===== config.mk =====
export PLATFORM = sky130hd
export DESIGN_NAME = irq_enable_priority
export DESIGN_NICKNAME = d
export VERILOG_FILES = /design/src/irq_cfg_pkg.sv /design/src/reg_access_if.sv /design/src/apb_regport.sv /design/src/request_arbiter.sv /design/src/irq_enable_priority.sv
export SDC_FILE = /design/constraint.sdc
export NUM_CORES = 1
export LEC_CHECK = 0
export CORE_UTILIZATION = 50
export DETAILED_ROUTE_END_ITERATION = 8
export DONT_BUFFER_PORTS = 1
export RECOVER_POWER = 100
export SYNTH_ARGS = -nofsm -noshare
export SYNTH_HDL_FRONTEND = slang
export SYNTH_SLANG_ARGS = --single-unit

===== constraint.sdc =====
create_clock -name i_sys_clk -period 33.4 [get_ports i_sys_clk]
set_input_delay 5.01 -clock i_sys_clk [delete_from_list [all_inputs] [get_ports i_sys_clk]]
set_output_delay 5.01 -clock i_sys_clk [all_outputs]
set_load 0.005 [all_outputs]

===== src/irq_cfg_pkg.sv =====
// Shared constants for the interrupt enable and priority register block.
// Assumes a 32-bit APB slave with byte addresses on an 8-bit address bus.
package irq_cfg_pkg;

  localparam int ADDR_W = 8;
  localparam int DATA_W = 32;
  localparam int STRB_W = 4;
  localparam int REG_W = 16;
  localparam int PRI_W = 3;
  localparam int NUM_SRC = 23;
  localparam int SRC_W = 5;
  localparam int NUM_EN_REGS = 4;
  localparam int NUM_PRI_REGS = 3;
  // Sources 0..11 have their enable here and their priority outside;
  // sources 12..22 have their priority here and their enable outside.
  localparam int NUM_EN_LOCAL = 12;
  localparam int NUM_PRI_LOCAL = 11;
  localparam int NUM_EXT_EN = NUM_SRC - NUM_EN_LOCAL;
  localparam int NUM_EXT_PRI = NUM_EN_LOCAL;

  // Register byte addresses
  localparam logic [ADDR_W-1:0] EN_ADDR [NUM_EN_REGS] = '{8'h00, 8'h04, 8'h08, 8'h0C};
  localparam logic [ADDR_W-1:0] PRI_ADDR [NUM_PRI_REGS] = '{8'h10, 8'h14, 8'h18};
  localparam logic [ADDR_W-1:0] FLAG_ADDR = 8'h1C;
  localparam logic [ADDR_W-1:0] IRQ_STATUS_ADDR = 8'h20;
  localparam logic [ADDR_W-1:0] IRQ_MASK_ADDR = 8'h24;
  localparam logic [ADDR_W-1:0] REQ_STATE_ADDR = 8'h28;

  // Implemented bits of each register; all others read zero
  localparam logic [REG_W-1:0] EN_MASK [NUM_EN_REGS] = '{16'h0023, 16'h4006, 16'h210E, 16'h0001};
  localparam logic [REG_W-1:0] PRI_MASK [NUM_PRI_REGS] = '{16'h7777, 16'h7770, 16'h7777};
  localparam logic [REG_W-1:0] EN_RST = 16'h0000;
  localparam logic [REG_W-1:0] PRI_RST [NUM_PRI_REGS] = '{16'h4444, 16'h4440, 16'h4444};

  // Enable bit position per local-enable source (0..11)
  localparam int EN_REG_OF [NUM_EN_LOCAL] = '{0, 0, 0, 1, 1, 1, 2, 2, 2, 2, 2, 3};
  localparam int EN_BIT_OF [NUM_EN_LOCAL] = '{5, 1, 0, 14, 2, 1, 13, 8, 3, 2, 1, 0};
  // Priority field position per local-priority source (12..22)
  localparam int PRI_REG_OF [NUM_PRI_LOCAL] = '{0, 0, 0, 0, 1, 1, 1, 2, 2, 2, 2};
  localparam int PRI_LSB_OF [NUM_PRI_LOCAL] = '{12, 8, 4, 0, 12, 8, 4, 12, 8, 4, 0};

  localparam logic [PRI_W-1:0] PRI_DISABLED = 3'h0;

  // Interrupt status / mask bits
  localparam int NUM_ST = 2;
  localparam int ST_NEW_REQ = 0;
  localparam int ST_ACC_ERR = 1;

  // Request state register layout
  localparam int REQ_VALID_BIT = 0;
  localparam int REQ_LEVEL_LSB = 4;
  localparam int REQ_SRC_LSB = 8;

  localparam logic [DATA_W-1:0] ZERO_WORD = 32'h0000_0000;

endpackage


===== src/reg_access_if.sv =====
// Register access strobes between the APB front end and the register file.
// Assumes both ends run on the same clock.
`timescale 1ns/100ps
interface reg_access_if;
  import irq_cfg_pkg::*;
  logic setup;
  logic wr_en;
  logic [ADDR_W-1:0] addr;
  logic [DATA_W-1:0] wdata;
  logic [STRB_W-1:0] strb;
  logic [DATA_W-1:0] rdata;
  logic err;
  modport port (output setup, output wr_en, output addr, output wdata, output strb, input rdata, input err);
  modport regs (input setup, input wr_en, input addr, input wdata, input strb, output rdata, output err);
endinterface


===== src/apb_regport.sv =====
// APB slave front end: one access cycle, registered answer.
// Assumes the register side decodes combinationally from the interface.
`timescale 1ns/100ps
module apb_regport
  import irq_cfg_pkg::*;
(
  input wire logic i_sys_clk,
  input wire logic i_rst_n,
  input wire logic i_psel,
  input wire logic i_penable,
  input wire logic i_pwrite,
  input wire logic [ADDR_W-1:0] i_paddr,
  input wire logic [DATA_W-1:0] i_pwdata,
  input wire logic [STRB_W-1:0] i_pstrb,
  output logic o_pready,
  output logic [DATA_W-1:0] o_prdata,
  output logic o_pslverr,
  reg_access_if.port bus
);

  typedef struct packed {
    logic pready;
    logic pslverr;
    logic [DATA_W-1:0] prdata;
  } port_state_t;

  port_state_t cur_reg;
  port_state_t cur_next;

  always_comb begin
    bus.setup = i_psel & ~i_penable;
    bus.wr_en = i_psel & i_penable & i_pwrite & cur_reg.pready;
    bus.addr = i_paddr;
    bus.wdata = i_pwdata;
    bus.strb = i_pstrb;
    cur_next = cur_reg;
    // Answer is prepared in the setup cycle so pready can come from a flop
    cur_next.pready = bus.setup;
    cur_next.pslverr = bus.setup & bus.err;
    if (bus.setup && !i_pwrite) begin
      cur_next.prdata = bus.rdata;
    end else if (bus.setup) begin
      cur_next.prdata = ZERO_WORD;
    end
  end

  always_ff @(posedge i_sys_clk or negedge i_rst_n) begin
    if (!i_rst_n) begin
      cur_reg <= '0;
    end else begin
      cur_reg <= cur_next;
    end
  end

  assign o_pready = cur_reg.pready;
  assign o_prdata = cur_reg.prdata;
  assign o_pslverr = cur_reg.pslverr;

endmodule


===== src/request_arbiter.sv =====
// Picks the highest-level pending request; ties go to the lowest source index.
// Assumes requests and levels come from logic on the same clock.
`timescale 1ns/100ps
module request_arbiter
  import irq_cfg_pkg::*;
(
  input wire logic i_sys_clk,
  input wire logic i_rst_n,
  input wire logic [NUM_SRC-1:0] i_req,
  input wire logic [NUM_SRC-1:0][PRI_W-1:0] i_level,
  output logic o_valid,
  output logic [PRI_W-1:0] o_level,
  output logic [SRC_W-1:0] o_src
);

  typedef struct packed {
    logic valid;
    logic [PRI_W-1:0] level;
    logic [SRC_W-1:0] src;
  } arb_state_t;

  arb_state_t arb_reg;
  arb_state_t arb_next;

  always_comb begin
    arb_next = '0;
    for (int i = 0; i < NUM_SRC; i++) begin
      // Strict compare keeps the earlier source on equal levels
      if (i_req[i] && (i_level[i] > arb_next.level)) begin
        arb_next.valid = 1'b1;
        arb_next.level = i_level[i];
        arb_next.src = SRC_W'(i);
      end
    end
  end

  always_ff @(posedge i_sys_clk or negedge i_rst_n) begin
    if (!i_rst_n) begin
      arb_reg <= '0;
    end else begin
      arb_reg <= arb_next;
    end
  end

  assign o_valid = arb_reg.valid;
  assign o_level = arb_reg.level;
  assign o_src = arb_reg.src;

endmodule


===== src/irq_enable_priority.sv =====
// Interrupt enable and priority registers with source flags and request output.
// Assumes peripheral events and external enable/priority inputs share i_sys_clk.
`timescale 1ns/100ps

module irq_enable_priority
  import irq_cfg_pkg::*;
(
  input wire logic i_sys_clk,
  input wire logic i_rst_n,
  input wire logic i_psel,
  input wire logic i_penable,
  input wire logic i_pwrite,
  input wire logic [ADDR_W-1:0] i_paddr,
  input wire logic [DATA_W-1:0] i_pwdata,
  input wire logic [STRB_W-1:0] i_pstrb,
  output logic o_pready,
  output logic [DATA_W-1:0] o_prdata,
  output logic o_pslverr,
  input wire logic [NUM_SRC-1:0] i_src_event,
  input wire logic [NUM_EXT_EN-1:0] i_ext_enable,
  input wire logic [NUM_EXT_PRI-1:0][PRI_W-1:0] i_ext_priority,
  output logic o_cpu_req,
  output logic [PRI_W-1:0] o_cpu_level,
  output logic [SRC_W-1:0] o_cpu_src,
  output logic o_irq
);

  typedef struct packed {
    logic [NUM_EN_REGS-1:0][REG_W-1:0] en;
    logic [NUM_PRI_REGS-1:0][REG_W-1:0] pri;
    logic [NUM_SRC-1:0] flag;
    logic [NUM_ST-1:0] status;
    logic [NUM_ST-1:0] mask;
    logic req_prev;
    logic irq;
  } regs_state_t;

  regs_state_t st_reg;
  regs_state_t st_next;

  reg_access_if bus ();

  logic [NUM_SRC-1:0] src_enable;
  logic [NUM_SRC-1:0][PRI_W-1:0] src_level;
  logic [NUM_SRC-1:0] src_req;
  logic arb_valid;
  logic [PRI_W-1:0] arb_level;
  logic [SRC_W-1:0] arb_src;
  logic hit;
  logic [DATA_W-1:0] lane;
  logic [DATA_W-1:0] req_word;
  logic [NUM_ST-1:0] st_events;

  // Only masked-in lanes change, so reserved bits stay at zero
  function automatic logic [REG_W-1:0] merge16(
    input logic [REG_W-1:0] old_val,
    input logic [DATA_W-1:0] wd,
    input logic [DATA_W-1:0] lanes,
    input logic [REG_W-1:0] impl
  );
    logic [REG_W-1:0] sel;
    sel = lanes[REG_W-1:0] & impl;
    return (old_val & ~sel) | (wd[REG_W-1:0] & sel);
  endfunction

  apb_regport u_port (
    .i_sys_clk(i_sys_clk),
    .i_rst_n(i_rst_n),
    .i_psel(i_psel),
    .i_penable(i_penable),
    .i_pwrite(i_pwrite),
    .i_paddr(i_paddr),
    .i_pwdata(i_pwdata),
    .i_pstrb(i_pstrb),
    .o_pready(o_pready),
    .o_prdata(o_prdata),
    .o_pslverr(o_pslverr),
    .bus(bus.port)
  );

  // Per-source enable and level, from this block or from outside
  for (genvar g = 0; g < NUM_SRC; g++) begin : g_src
    if (g < NUM_EN_LOCAL) begin : g_local_en
      assign src_enable[g] = st_reg.en[EN_REG_OF[g]][EN_BIT_OF[g]];
      assign src_level[g] = i_ext_priority[g];
    end else begin : g_local_pri
      assign src_enable[g] = i_ext_enable[g-NUM_EN_LOCAL];
      // Level equals the field code: 111 is 7, 001 is 1
      assign src_level[g] = st_reg.pri[PRI_REG_OF[g-NUM_EN_LOCAL]][PRI_LSB_OF[g-NUM_EN_LOCAL] +: PRI_W];
    end
    // A zero field blocks the source even with its enable set
    assign src_req[g] = st_reg.flag[g] & src_enable[g] & (src_level[g] != PRI_DISABLED);
  end

  request_arbiter u_arb (
    .i_sys_clk(i_sys_clk),
    .i_rst_n(i_rst_n),
    .i_req(src_req),
    .i_level(src_level),
    .o_valid(arb_valid),
    .o_level(arb_level),
    .o_src(arb_src)
  );

  always_comb begin
    req_word = ZERO_WORD;
    req_word[REQ_VALID_BIT] = arb_valid;
    req_word[REQ_LEVEL_LSB +: PRI_W] = arb_level;
    req_word[REQ_SRC_LSB +: SRC_W] = arb_src;
  end

  always_comb begin
    st_next = st_reg;
    hit = 1'b0;
    bus.rdata = ZERO_WORD;
    lane = {{8{bus.strb[3]}}, {8{bus.strb[2]}}, {8{bus.strb[1]}}, {8{bus.strb[0]}}};
    for (int i = 0; i < NUM_EN_REGS; i++) begin
      if (bus.addr == EN_ADDR[i]) begin
        hit = 1'b1;
        bus.rdata[REG_W-1:0] = st_reg.en[i];
        if (bus.wr_en) begin
          st_next.en[i] = merge16(st_reg.en[i], bus.wdata, lane, EN_MASK[i]);
        end
      end
    end
    for (int i = 0; i < NUM_PRI_REGS; i++) begin
      if (bus.addr == PRI_ADDR[i]) begin
        hit = 1'b1;
        bus.rdata[REG_W-1:0] = st_reg.pri[i];
        if (bus.wr_en) begin
          st_next.pri[i] = merge16(st_reg.pri[i], bus.wdata, lane, PRI_MASK[i]);
        end
      end
    end
    case (bus.addr)
      FLAG_ADDR: begin
        hit = 1'b1;
        bus.rdata[NUM_SRC-1:0] = st_reg.flag;
        if (bus.wr_en) begin
          st_next.flag = (st_reg.flag & ~lane[NUM_SRC-1:0]) | (bus.wdata[NUM_SRC-1:0] & lane[NUM_SRC-1:0]);
        end
      end
      IRQ_STATUS_ADDR: begin
        hit = 1'b1;
        bus.rdata[NUM_ST-1:0] = st_reg.status;
        if (bus.wr_en && bus.strb[0]) begin
          st_next.status = st_reg.status & ~bus.wdata[NUM_ST-1:0];
        end
      end
      IRQ_MASK_ADDR: begin
        hit = 1'b1;
        bus.rdata[NUM_ST-1:0] = st_reg.mask;
        if (bus.wr_en && bus.strb[0]) begin
          st_next.mask = bus.wdata[NUM_ST-1:0];
        end
      end
      REQ_STATE_ADDR: begin
        hit = 1'b1;
        bus.rdata = req_word;
      end
      default: begin
      end
    endcase
    bus.err = ~hit;
    if (!hit) begin
      bus.rdata = ZERO_WORD;
    end
    // Hardware set wins over a same-cycle software clear
    st_next.flag = st_next.flag | i_src_event;
    st_events = '0;
    st_events[ST_NEW_REQ] = arb_valid & ~st_reg.req_prev;
    st_events[ST_ACC_ERR] = bus.setup & ~hit;
    st_next.status = st_next.status | st_events;
    st_next.req_prev = arb_valid;
    st_next.irq = |(st_next.status & st_next.mask);
  end

  always_ff @(posedge i_sys_clk or negedge i_rst_n) begin
    if (!i_rst_n) begin
      st_reg.en <= {NUM_EN_REGS{EN_RST}};
      st_reg.pri <= {PRI_RST[2], PRI_RST[1], PRI_RST[0]};
      st_reg.flag <= '0;
      st_reg.status <= '0;
      st_reg.mask <= '0;
      st_reg.req_prev <= 1'b0;
      st_reg.irq <= 1'b0;
    end else begin
      st_reg <= st_next;
    end
  end

  assign o_cpu_req = arb_valid;
  assign o_cpu_level = arb_level;
  assign o_cpu_src = arb_src;
  assign o_irq = st_reg.irq;

endmodule


==> results by group, run 1 <==
Synth
  – Largest family of logic cells by synthesized area: compound AO/OA/AOI/OAI gates
  – Post-synthesis mux area share: 7.55%
  – Seq/Total Area, Yosys: 33.7%
  – Post-Syn Area: 8050 µm²
  – Average cell area after synthesis: 8.50 µm²
  – EDFF count, synth: 0
  – Cells after Synth: 947
  – Post-synthesis compound-gate area fraction: 26.9%
  – Synth Area in Simple Gates: 23.5%
  – Yosys warning count: 0
  – Synth cell types: 89
  – Top_reg_cell synth: dfrtp_1
  – FFs w/ async S/R, synth: 100%
  – #FFs+latches synth: 108
  – Post-synthesis adder-cell area fraction: 4.48%
  – Synth Area in XOR/XNOR: 0%

Setup path
  – R2R Path End: u_arb.o_valid
  – FF-to-FF setup slack: 4.81 ns
  – Crit path max fanout: 4
  – Cell mode on critical path: buf_4
  – CP delay by family, top: compound AO/OA/AOI/OAI gates
  – Slowest stage delay, CP: 0.44 ns
  – R2R depth: 156
  – Worst path bufs/invs: 18
  – Slowest cell on the critical path: or4_4
  – Critical path arrival: 32.92 ns
  – Critical path endpoint category: register
  – Critical path class: in -> reg
  – CP Data Required Time: 33.61 ns
  – Startpoint Class: input pin

Clock tree
  – Clock buffer count from CTS: 9
  – TritonCTS clock tree: yes
  – Clk_lat worst skew: 0.35 ns
  – H-Tree Depth: 3
  – Num Clock Sinks: 108
  – Root Driver: clkbuf_16
  – Clk buf depth: 2
  – Clock transition at path regs: 0.08 ns

Cells and area
  – Area of the multi-input gates: 5810 µm²
  – Nets: 1,211
  – Post-layout util: 64.8%
  – Layout fillers: 1,366
  – Synthesis-to-layout area growth: 26.9%
  – Register Area: 2720 µm²
  – Layout cells sized above 1: 30.3%

Min path
  – Hold worst-path end: st_reg[4]
  – Cell depth of the worst hold path: 1
  – Hold path start: st_reg[1]
  – Worst Hold Class: reg -> reg

Timing
  – Final hold vios: 0
  – Unrepaired setup endpoints after global routing: true
  – Hold WS: 0.469 ns
  – Fmax: 30.6 MHz
  – Least-Margin Pin Slew: 1.13 ns
  – Final Max Slew Viols: 0
  – Post-Route Skew: 0.00944 ns
  – Setup violations, final: 0
  – Fin worst setup slack: 0.693 ns
  – Part of the cycle the worst path needs: 97.9%
  – Rel. slew slack: 24.9%
  – Final min period: 32.71 ns

Power and ir drop
  – Switching share of power: 26.0%
  – Pwr per Cell Area: 27.2 nW/µm²
  – P_leak: 0.00443 µW
  – Cell-internal power: 205 µW
  – Pwr Total: 278 µW
  – Portion of total power attributed to combinational logic: 13.6%
  – Reg power frac: 48.1%
  – VDD IR max: 0.0000222 V
  – P_sw: 72.3 µW
  – Clock power frac: 38.3%

GRT
  – Global Route met3 Usage: 6.44%
  – Most Crowded Layer GR: met2
  – First-pass GRT wire length: 41,300 µm
  – GRT Overall Usage: 32.5%
  – GR met1 Demand/Resource: 40.6%
  – Vias in the first global route: 7,755
  – Initial antenna violation count: 0
  – Gr ovfl total: 0
  – Largest net degree at the start of global routing: 109
  – Met2 Use GR: 56.9%

Die
  – # IOs: 163
  – Initial core utilization: 51.0%
  – Total Die Area: 16,600 µm²
  – # rows: 46
  – Die width: 129 µm
  – Core area: 15,800 µm²
  – Die H: 129 µm

Routing
  – WL per Instance: 22.1 µm
  – Drt total wl: 28,400 µm
  – Via count: 8,329
  – DR iter-0 viols: 582
  – Vias per cell: 6.48
  – DRC viols: 0
  – Final antenna-violating net count: 0
  – 1st-pass router iterations: 5

Outcome
  – Status: finished clean

Placed design
  – PortBufs: 0
  – Final HPWL DP: 20,800 µm
  – Final GP Congestion: 0.952
  – Placement Setup Slack: -1.29 ns

Flow run
  – Max-cap viol count: 0
==> placed cells by master (no fill, tap or decap), types with 9 or more instances in the layout <==
cell type	count
ha_4	13
o21ai_0	52
nor2_1	69
a21o_1	13
nand2_1	131
and3_1	12
a21oi_1	25
inv_1	41
nor3_1	18
nor2_4	11
a22oi_1	15
conb_1	9
o21ai_1	9
dfrtp_1	97
nand3_1	28
buf_4	120
mux2_2	37
nor2_2	10
nand3b_1	27
ha_1	14
a221oi_1	12
a22o_1	16
and2_1	13
o211ai_1	14
dfstp_2	11
clkbuf_16	9
==> per-layer routing <==
layer	share of wire [%]	routed length [µm]	vias to the layer above
met5	0	0	-
met4	3.4	956	0
met3	7.9	2250	60
met2	49	13800	366
met1	40	11400	4109
li1	-	-	3794
==> what timing repair did <==
action                                  4_1_cts  5_1_grt
gates resized for setup                      23      130
pin swaps                                     7      120
buffers inserted                             25       33
hold buffers                                  0        0
endpoints found under the setup margin        9        9
==> worst max-delay path by stage <==
| stage | from | to | slack [ns] | depth (start not counted) |
|---|---|---|---|---|
| after global placement | i_ext_priority[1] | u_arb.o_valid | -0.62 | 153 |
| final | i_ext_priority[1] | u_arb.o_valid | 0.69 | 156 |
| after CTS | i_ext_priority[1] | u_arb.o_valid | 0.02 | 152 |
| after detailed placement | i_ext_priority[1] | u_arb.o_valid | -1.29 | 153 |
| after floorplan | i_ext_priority[1] | u_arb.o_valid | 0.53 | 154 |
| after global routing | i_ext_priority[1] | u_arb.o_valid | -0.64 | 155 |
==> kinds of logic after synthesis <==
group,Yosys count
multiplexers,55
flip-flops,108
other,1
buffers and inverters,70
AND/OR/NAND/NOR,390
adder cells (fa/ha/maj),29
AO/OA/AOI/OAI,294
==> cell usage after synthesis (all sizes together), types with 12 or more instances <==
cell	count	area share (%)
a221oi	15	1.7
inv	44	2.1
nand2	133	6.2
nand3b	27	2.5
nor3	20	1.2
nand3	32	2.0
buf	14	1.2
clkbuf	12	0.56
a22oi	17	1.6
nor2	90	4.2
a211oi	12	1.1
and3	14	1.1
a21oi	32	2.2
o211ai	14	1.3
a31oi	14	1.2
mux2	46	6.4
ha	28	4.4
and2	17	1.3
dfrtp	97	30
o21ai	72	4.7
a21o	13	1.2
a22o	16	1.7
==> per-stage QoR <==
stage | cells | setup TNS [ns] | cell area (µm²)
after global routing | 1285 | -5.00 | 10200
after CTS | 1253 | 0 | 9290
final | 1286 | 0 | 10200
after global placement | 1212 | -2.47 | 8710
after detailed placement | 1212 | -8.61 | 8710
after floorplan | 955 | 0 | 8080
==> cell type report <==
| class | instances | share of cell area (%) |
|---|---|---|
| antenna | 1 | 0.0245 |
| clock buffer | 10 | 2.34 |
| clock inverter | 6 | 0.588 |
| inverter | 44 | 1.64 |
| multi-input combinational | 777 | 56.9 |
| sequential | 108 | 26.6 |
| tap | 216 | 2.65 |
| timing repair buffer | 124 | 9.26 |
==> power by group through the flow <==
stage	clock network (µW)	logic (µW)	registers [µW]
6_report	106	37.8	133
5_1_grt	112	40.8	134
4_1_cts	108	28.0	133
3_5_place_dp	0	26.5	136
3_3_place_gp	0	25.6	136
2_1_floorplan	0	19.8	135
(Power assumes the default switching activity.)
==> inputs of run 2 (changes only) <==
--- a/config.mk
+++ b/config.mk
@@ -5,6 +5,7 @@
 export SDC_FILE = /design/constraint.sdc
 export NUM_CORES = 1
 export LEC_CHECK = 0
+export CORE_ASPECT_RATIO = 0.6
 export CORE_UTILIZATION = 50
 export DETAILED_ROUTE_END_ITERATION = 8
 export DONT_BUFFER_PORTS = 1
==> run 2 against run 1 <==
Effect of this change: the flow now finishes with violations (DRC); register-to-register slack worse by 0.27 ns; power is 1.7% higher; count of clock-buffer cells in the layout is 1 lower; routed wire length is 3.0% higher; worst hold slack better by 0.016 ns; sequential share of layout area is 0.49 points higher; die area is 0.11% higher; final cell count is 1.9% lower; sequential power hardly changed; largest cell class unchanged; largest power group unchanged.
==> results by group, run 2 (synthesis results as in run 1) <==
Outcome
  – Status: finished, violations left
  – Failing checks: DRC

Die
  – Die width: 166 µm (+29%)
  – Die H: 100 µm (-22%)
  – # IOs: 163 (unchanged)
  – # rows: 35 (-24%)
  – Initial core utilization: 51.8% (+0.74 points)
  – Core area: 15,500 µm² (-1.4%)
  – Total Die Area: 16,600 µm² (+0.11%)

Power and ir drop
  – Portion of total power attributed to combinational logic: 13.6% (about the same)
  – Pwr per Cell Area: 28.1 nW/µm² (+3.6%)
  – Pwr Total: 282 µW (+1.7%)
  – VDD IR max: 0.0000237 V (+6.6%)
  – Cell-internal power: 204 µW (-0.40%)
  – P_leak: 0.00436 µW (-1.5%)
  – Switching share of power: 27.6% (+1.5 points)
  – P_sw: 77.9 µW (+7.7%)
  – Clock power frac: 39.2% (+0.9 points)
  – Reg power frac: 47.2% (-0.9 points)

Routing
  – Final antenna-violating net count: 0 (unchanged)
  – Via count: 8,398 (+0.83%)
  – WL per Instance: 23.2 µm (+5.1%)
  – DRC viols: 18 (+18)
  – Drt total wl: 29,300 µm (+3.0%)
  – 1st-pass router iterations: 8 (+3)
  – DR iter-0 viols: 993 (+71%)
  – Vias per cell: 6.66 (+2.8%)

Timing
  – Part of the cycle the worst path needs: 98.7% (+0.79 points)
  – Rel. slew slack: 13.3% (-12 points)
  – Least-Margin Pin Slew: 1.29 ns (+0.162 ns)
  – Final Max Slew Viols: 0 (unchanged)
  – Unrepaired setup endpoints after global routing: true
  – Setup violations, final: 0 (unchanged)
  – Final hold vios: 0 (unchanged)
  – Post-Route Skew: 0.0206 ns (+0.0111 ns)
  – Fmax: 30.3 MHz (-0.80%)
  – Final min period: 32.97 ns (+0.264 ns)
  – Hold WS: 0.485 ns (+0.0158 ns)

GRT
  – Gr ovfl total: 0 (unchanged)
  – Vias in the first global route: 7,743 (-0.15%)
  – Most Crowded Layer GR: met1
  – Met2 Use GR: 49.4% (-7.4 points)
  – GRT Overall Usage: 33.7% (+1.2 points)
  – Global Route met3 Usage: 10.1% (+3.6 points)
  – Largest net degree at the start of global routing: 109 (unchanged)
  – GR met1 Demand/Resource: 49.5% (+9.0 points)
  – Initial antenna violation count: 0 (unchanged)
  – First-pass GRT wire length: 43,200 µm (+4.8%)

Cells and area
  – Post-layout util: 64.5% (-0.25 points)
  – Nets: 1,199 (-0.99%)
  – Synthesis-to-layout area growth: 24.6%
  – Layout cells sized above 1: 29.1% (-1.2 points)
  – Post-route cell area: 10,000 µm² (-1.8%)
  – Most common cell after layout, fill and taps aside: nand2_1
  – Layout fillers: 1,293 (-5.3%)
  – Final Non-Filler Cells: 1,261 (-1.9%)
  – Leading cell types in the layout, fill and taps excluded: 130 x nand2_1, 108 x buf_4, 97 x dfrtp_1

Clock tree
  – Clock buffer count from CTS: 9 (unchanged)
  – Post-CTS Hold Fix Bufs: 0 (unchanged)
  – Num Clock Sinks: 108 (unchanged)
  – TritonCTS clock tree: yes
  – Root Driver: clkbuf_16
  – Clock transition at path regs: 0.08 ns (about the same)
  – H-Tree Depth: 3 (unchanged)
  – Clk_lat worst skew: 0.36 ns (about the same)
  – Clk buf depth: 2 (unchanged)

Placed design
  – # placed instances: 1,198 (-1.2%)
  – Final GP Congestion: 0.932 (-2.1%)
  – Placed Area: 8690 µm² (-0.27%)
  – Final HPWL DP: 21,600 µm (+3.5%)
  – PortBufs: 0 (unchanged)

Setup path
  – Startpoint Class: input pin
  – Crit path max fanout: 4 (unchanged)
  – Slowest cell on the critical path: or4_4
  – Slowest stage delay, CP: 0.46 ns (+0.02 ns)
  – Critical path endpoint category: register
  – Critical path arrival: 33.20 ns (+0.28 ns)
  – Critical path class: in -> reg
  – CP Data Required Time: 33.63 ns (+0.02 ns)

Flow run
  – Max-cap viol count: 0 (unchanged)

Min path
  – Worst Hold Class: reg -> reg
run 2: changes by cell type in the layout (fill, tap and decap cells not counted), sizes merged:
cell      change
buf          -14
clkbuf        +1
clkinv        -1
clkinvlp      +1
inv           +1
run 2: metal layers:
layer | wire [µm] | share of wire (%) | up-vias
met2 | 12100 | 41 | 479
li1 | - | - | 3758
met1 | 13500 | 46 | 4121
met5 | 0 | 0 | -
met3 | 3310 | 11 | 40
met4 | 323 | 1.1 | 0
run 2: power by group through the flow:
stage	registers [µW]	clock network, µW	logic, µW
after detailed placement	136	0	26.5
after global routing	133	116	41.4
final	133	111	38.4
after CTS	133	111	28.0
after floorplan	135	0	19.8
after global placement	136	0	25.6
run 2: area by class of cell:
cell class,instances,area (µm²),area share (%)
flip-flops and latches,108,2720,27.1
clock inverters,7,80.1,0.798
clock buffers,9,225,2.25
diodes,1,2.50,0.0249
multi-input cells,777,5750,57.3
well taps,203,254,2.53
inverters,44,165,1.65
repair buffers,112,841,8.38
run 2: worst max-delay path: cells and delay by family:
| kind | cells | cell delay [ns] |
|---|---|---|
| adder cells (fa/ha/maj) | 23 | 5.99 |
| multiplexers | 9 | 2.77 |
| buffers and inverters | 8 | 0.78 |
| AND/OR/NAND/NOR | 50 | 7.70 |
| AO/OA/AOI/OAI | 65 | 10.87 |
run 2: per-stage QoR:
stage          worst slack, ns  TNS (ns)
6_report                 0.428         0
5_1_grt                 -0.906     -6.72
4_1_cts                0.00812         0
3_5_place_dp             -1.32     -9.19
3_3_place_gp            -0.798     -4.24
2_1_floorplan            0.525         0
run 2: final timing paths:
path	startpoint	to	slack [ns]	cells after the start
max in group asynchronous	i_rst_n	async pin	28.78	0
worst min-delay path	st_reg[1]	st_reg[4]	0.48	1
worst min register to register	st_reg[1]	st_reg[4]	0.48	1
worst max-delay path	i_ext_priority[1]	u_arb.o_valid	0.43	155
worst max register to register	register	u_arb.o_valid	4.54	155
min in group asynchronous	i_rst_n	async pin	4.33	0
run 2: repair_timing:
action	in CTS	in global routing
buffers inserted	14	32
resized for setup	22	122
setup endpoints to repair	9	9
hold endpoints to repair	0	0
pin swaps	7	117
gates cloned	0	0
==> inputs of run 3 (changes only) <==
--- a/config.mk
+++ b/config.mk
@@ -5,10 +5,13 @@
 export SDC_FILE = /design/constraint.sdc
 export NUM_CORES = 1
 export LEC_CHECK = 0
+export CELL_PAD_IN_SITES_DETAIL_PLACEMENT = 0
+export CELL_PAD_IN_SITES_GLOBAL_PLACEMENT = 2
 export CORE_ASPECT_RATIO = 0.6
-export CORE_UTILIZATION = 50
+export CORE_UTILIZATION = 38
 export DETAILED_ROUTE_END_ITERATION = 8
 export DONT_BUFFER_PORTS = 1
+export PLACE_DENSITY_LB_ADDON = 0.1
 export RECOVER_POWER = 100
 export SYNTH_ARGS = -nofsm -noshare
 export SYNTH_HDL_FRONTEND = slang
==> run 3 against run 2 <==
Effect of this change: the flow now finishes without violations; power grew 1.4%; core utilization decreased by 13 points; maximum frequency rose by 0.85%; worst setup slack improved by 0.28 ns; sequential power about the same; first-iteration DRC count down 28%; final area rose by 3.6%; worst hold slack got worse by 0.011 ns; die area rose by 31%; clock skew shrank 0.0093 ns; critical endpoint unchanged; highest routed layer is now met5.
==> results by group, run 3 (synthesis results as in run 1) <==
Min path
  – Worst Hold Class: reg -> reg

Power and ir drop
  – Pwr per Cell Area: 27.6 nW/µm² (-2.1%)
  – VDD IR max: 0.0000243 V (+2.5%)
  – P_leak: 0.00447 µW (+2.4%)
  – Pwr Total: 286 µW (+1.4%)

Cells and area
  – Post-layout util: 51.0% (-13 points)
  – Synthesis-to-layout area growth: 29.1%
  – Most common cell after layout, fill and taps aside: nand2_1
  – Layout fillers: 1,921 (+49%)
  – Nets: 1,223 (+2.0%)
  – Leading cell types in the layout, fill and taps excluded: 130 x nand2_1, 128 x buf_4, 97 x dfrtp_1
  – Layout cells sized above 1: 30.7% (+1.6 points)

Die
  – # IOs: 163 (unchanged)
  – Die H: 115 µm (+14%)
  – Initial core utilization: 39.5% (-12 points)
  – Total Die Area: 21,800 µm² (+31%)
  – Die width: 190 µm (+15%)
  – # rows: 40 (+14%)
  – Core area: 20,400 µm² (+31%)

Setup path
  – Critical path endpoint category: register
  – Slowest stage delay, CP: 0.45 ns (about the same)
  – Slowest cell on the critical path: or4_4
  – Startpoint Class: input pin
  – Worst path bufs/invs: 11 (+3)
  – Crit path max fanout: 4 (unchanged)
  – Critical path class: in -> reg
  – CP delay by family, top: compound AO/OA/AOI/OAI gates
  – FF-to-FF setup slack: 4.82 ns (+0.28 ns)
  – CP Data Required Time: 33.63 ns (about the same)
  – Critical path arrival: 32.92 ns (-0.28 ns)

Routing
  – DRC viols: 0 (-18)
  – Drt total wl: 31,300 µm (+6.9%)
  – WL per Instance: 23.1 µm (-0.62%)
  – Via count: 8,272 (-1.5%)
  – 1st-pass router iterations: 5 (-3)
  – Final antenna-violating net count: 0 (unchanged)
  – Vias per cell: 6.10 (-8.4%)
  – DR iter-0 viols: 716 (-28%)

Timing
  – Hold WS: 0.473 ns (-0.0114 ns)
  – Final hold vios: 0 (unchanged)
  – Part of the cycle the worst path needs: 97.9% (-0.83 points)
  – Final min period: 32.69 ns (-0.277 ns)
  – Post-Route Skew: 0.0113 ns (-0.00929 ns)
  – Unrepaired setup endpoints after global routing: true
  – Least-Margin Pin Slew: 1.30 ns (+0.0137 ns)
  – Final Max Slew Viols: 0 (unchanged)
  – Setup violations, final: 0 (unchanged)
  – Fmax: 30.6 MHz (+0.85%)
  – Rel. slew slack: 13.2% (-0.12 points)

Outcome
  – Status: finished clean

Clock tree
  – Clk buf depth: 2 (unchanged)
  – Num Clock Sinks: 108 (unchanged)
  – Clk_lat worst skew: 0.36 ns (about the same)
  – Post-CTS Hold Fix Bufs: 0 (unchanged)
  – Clock transition at path regs: 0.07 ns (about the same)
  – Root Driver: clkbuf_16
  – Clock buffer count from CTS: 9 (unchanged)
  – TritonCTS clock tree: yes
  – H-Tree Depth: 3 (unchanged)

GRT
  – Gr ovfl total: 0 (unchanged)
  – Vias in the first global route: 7,748 (+0.065%)
  – Largest net degree at the start of global routing: 109 (unchanged)
  – Initial antenna violation count: 2 (+2)
  – First-pass GRT wire length: 45,500 µm (+5.3%)
  – GRT Overall Usage: 27.6% (-6.1 points)

Flow run
  – Max-cap viol count: 0 (unchanged)

Placed design
  – Final HPWL DP: 23,700 µm (+9.9%)
  – Final GP Congestion: 0.867 (-7.0%)
  – PortBufs: 0 (unchanged)
## run 3: cell types whose count changed in the layout (fill, tap and decap cells not counted), sizes merged
cell | before | now
buf | 110 | 133
clkbuf | 11 | 13
clkinv | 4 | 2
bufinv | 0 | 1
clkinvlp | 1 | 0
diode | 1 | 2
inv | 46 | 47
## run 3: stage by stage
stage / setup slack, ns / instances / area [µm²] / setup TNS (ns)
after floorplan: 0.525 / 955 / 8080 / 0
after global placement: -1.01 / 1287 / 8920 / -6.52
after detailed placement: -1.34 / 1287 / 8920 / -9.28
after CTS: 0.0255 / 1320 / 9430 / 0
after global routing: -0.594 / 1355 / 10400 / -3.72
final: 0.706 / 1356 / 10400 / 0
## run 3: path summary, 6_finish.rpt
path,start,to,cells after the start
max in group asynchronous,i_rst_n,async pin,0
setup reg to reg,register,u_arb.o_valid,150
hold reg to reg,st_reg[1],st_reg[4],1
setup / recovery,i_ext_priority[1],u_arb.o_valid,150
hold / removal,st_reg[1],st_reg[4],1
min in group asynchronous,i_rst_n,u_port.o_prdata[21],0
## run 3: per-layer routing
metal	track usage (%)	part of all wire (%)	wire [µm]	vias to the layer above
li1	-	-	-	3820
met1	42.3	49	15200	4064
met2	38.5	41	12700	354
met3	7.63	9.4	2930	32
met4	4.19	1.3	391	2
met5	0	0.061	19	-
## run 3: report_power, final
| part | leakage, µW | internal (µW) | switching, µW |
|---|---|---|---|
| Sequential | 0.00127 | 132 | 1.44 |
| Combinational | 0.00305 | 20.1 | 19.1 |
| Clock | 0.000149 | 59.2 | 54.6 |
## run 3: layout make-up
| cell class | count | area, µm² | area share (%) |
|---|---|---|---|
| Inverter | 44 | 170 | 1.64 |
| Clock buffer | 10 | 229 | 2.20 |
| Antenna cell | 2 | 5.00 | 0.0482 |
| Tap cell | 273 | 342 | 3.29 |
| Timing Repair Buffer | 136 | 1030 | 9.90 |
| Clock inverter | 6 | 68.8 | 0.662 |
| Multi-Input combinational cell | 777 | 5830 | 56.1 |
| Sequential cell | 108 | 2720 | 26.1 |
## run 3: timing repair
item | 4_1_cts | 5_1_grt
endpoints found under the setup margin | 9 | 9
pin swaps | 8 | 92
resized for setup | 23 | 134
buffers inserted | 17 | 35
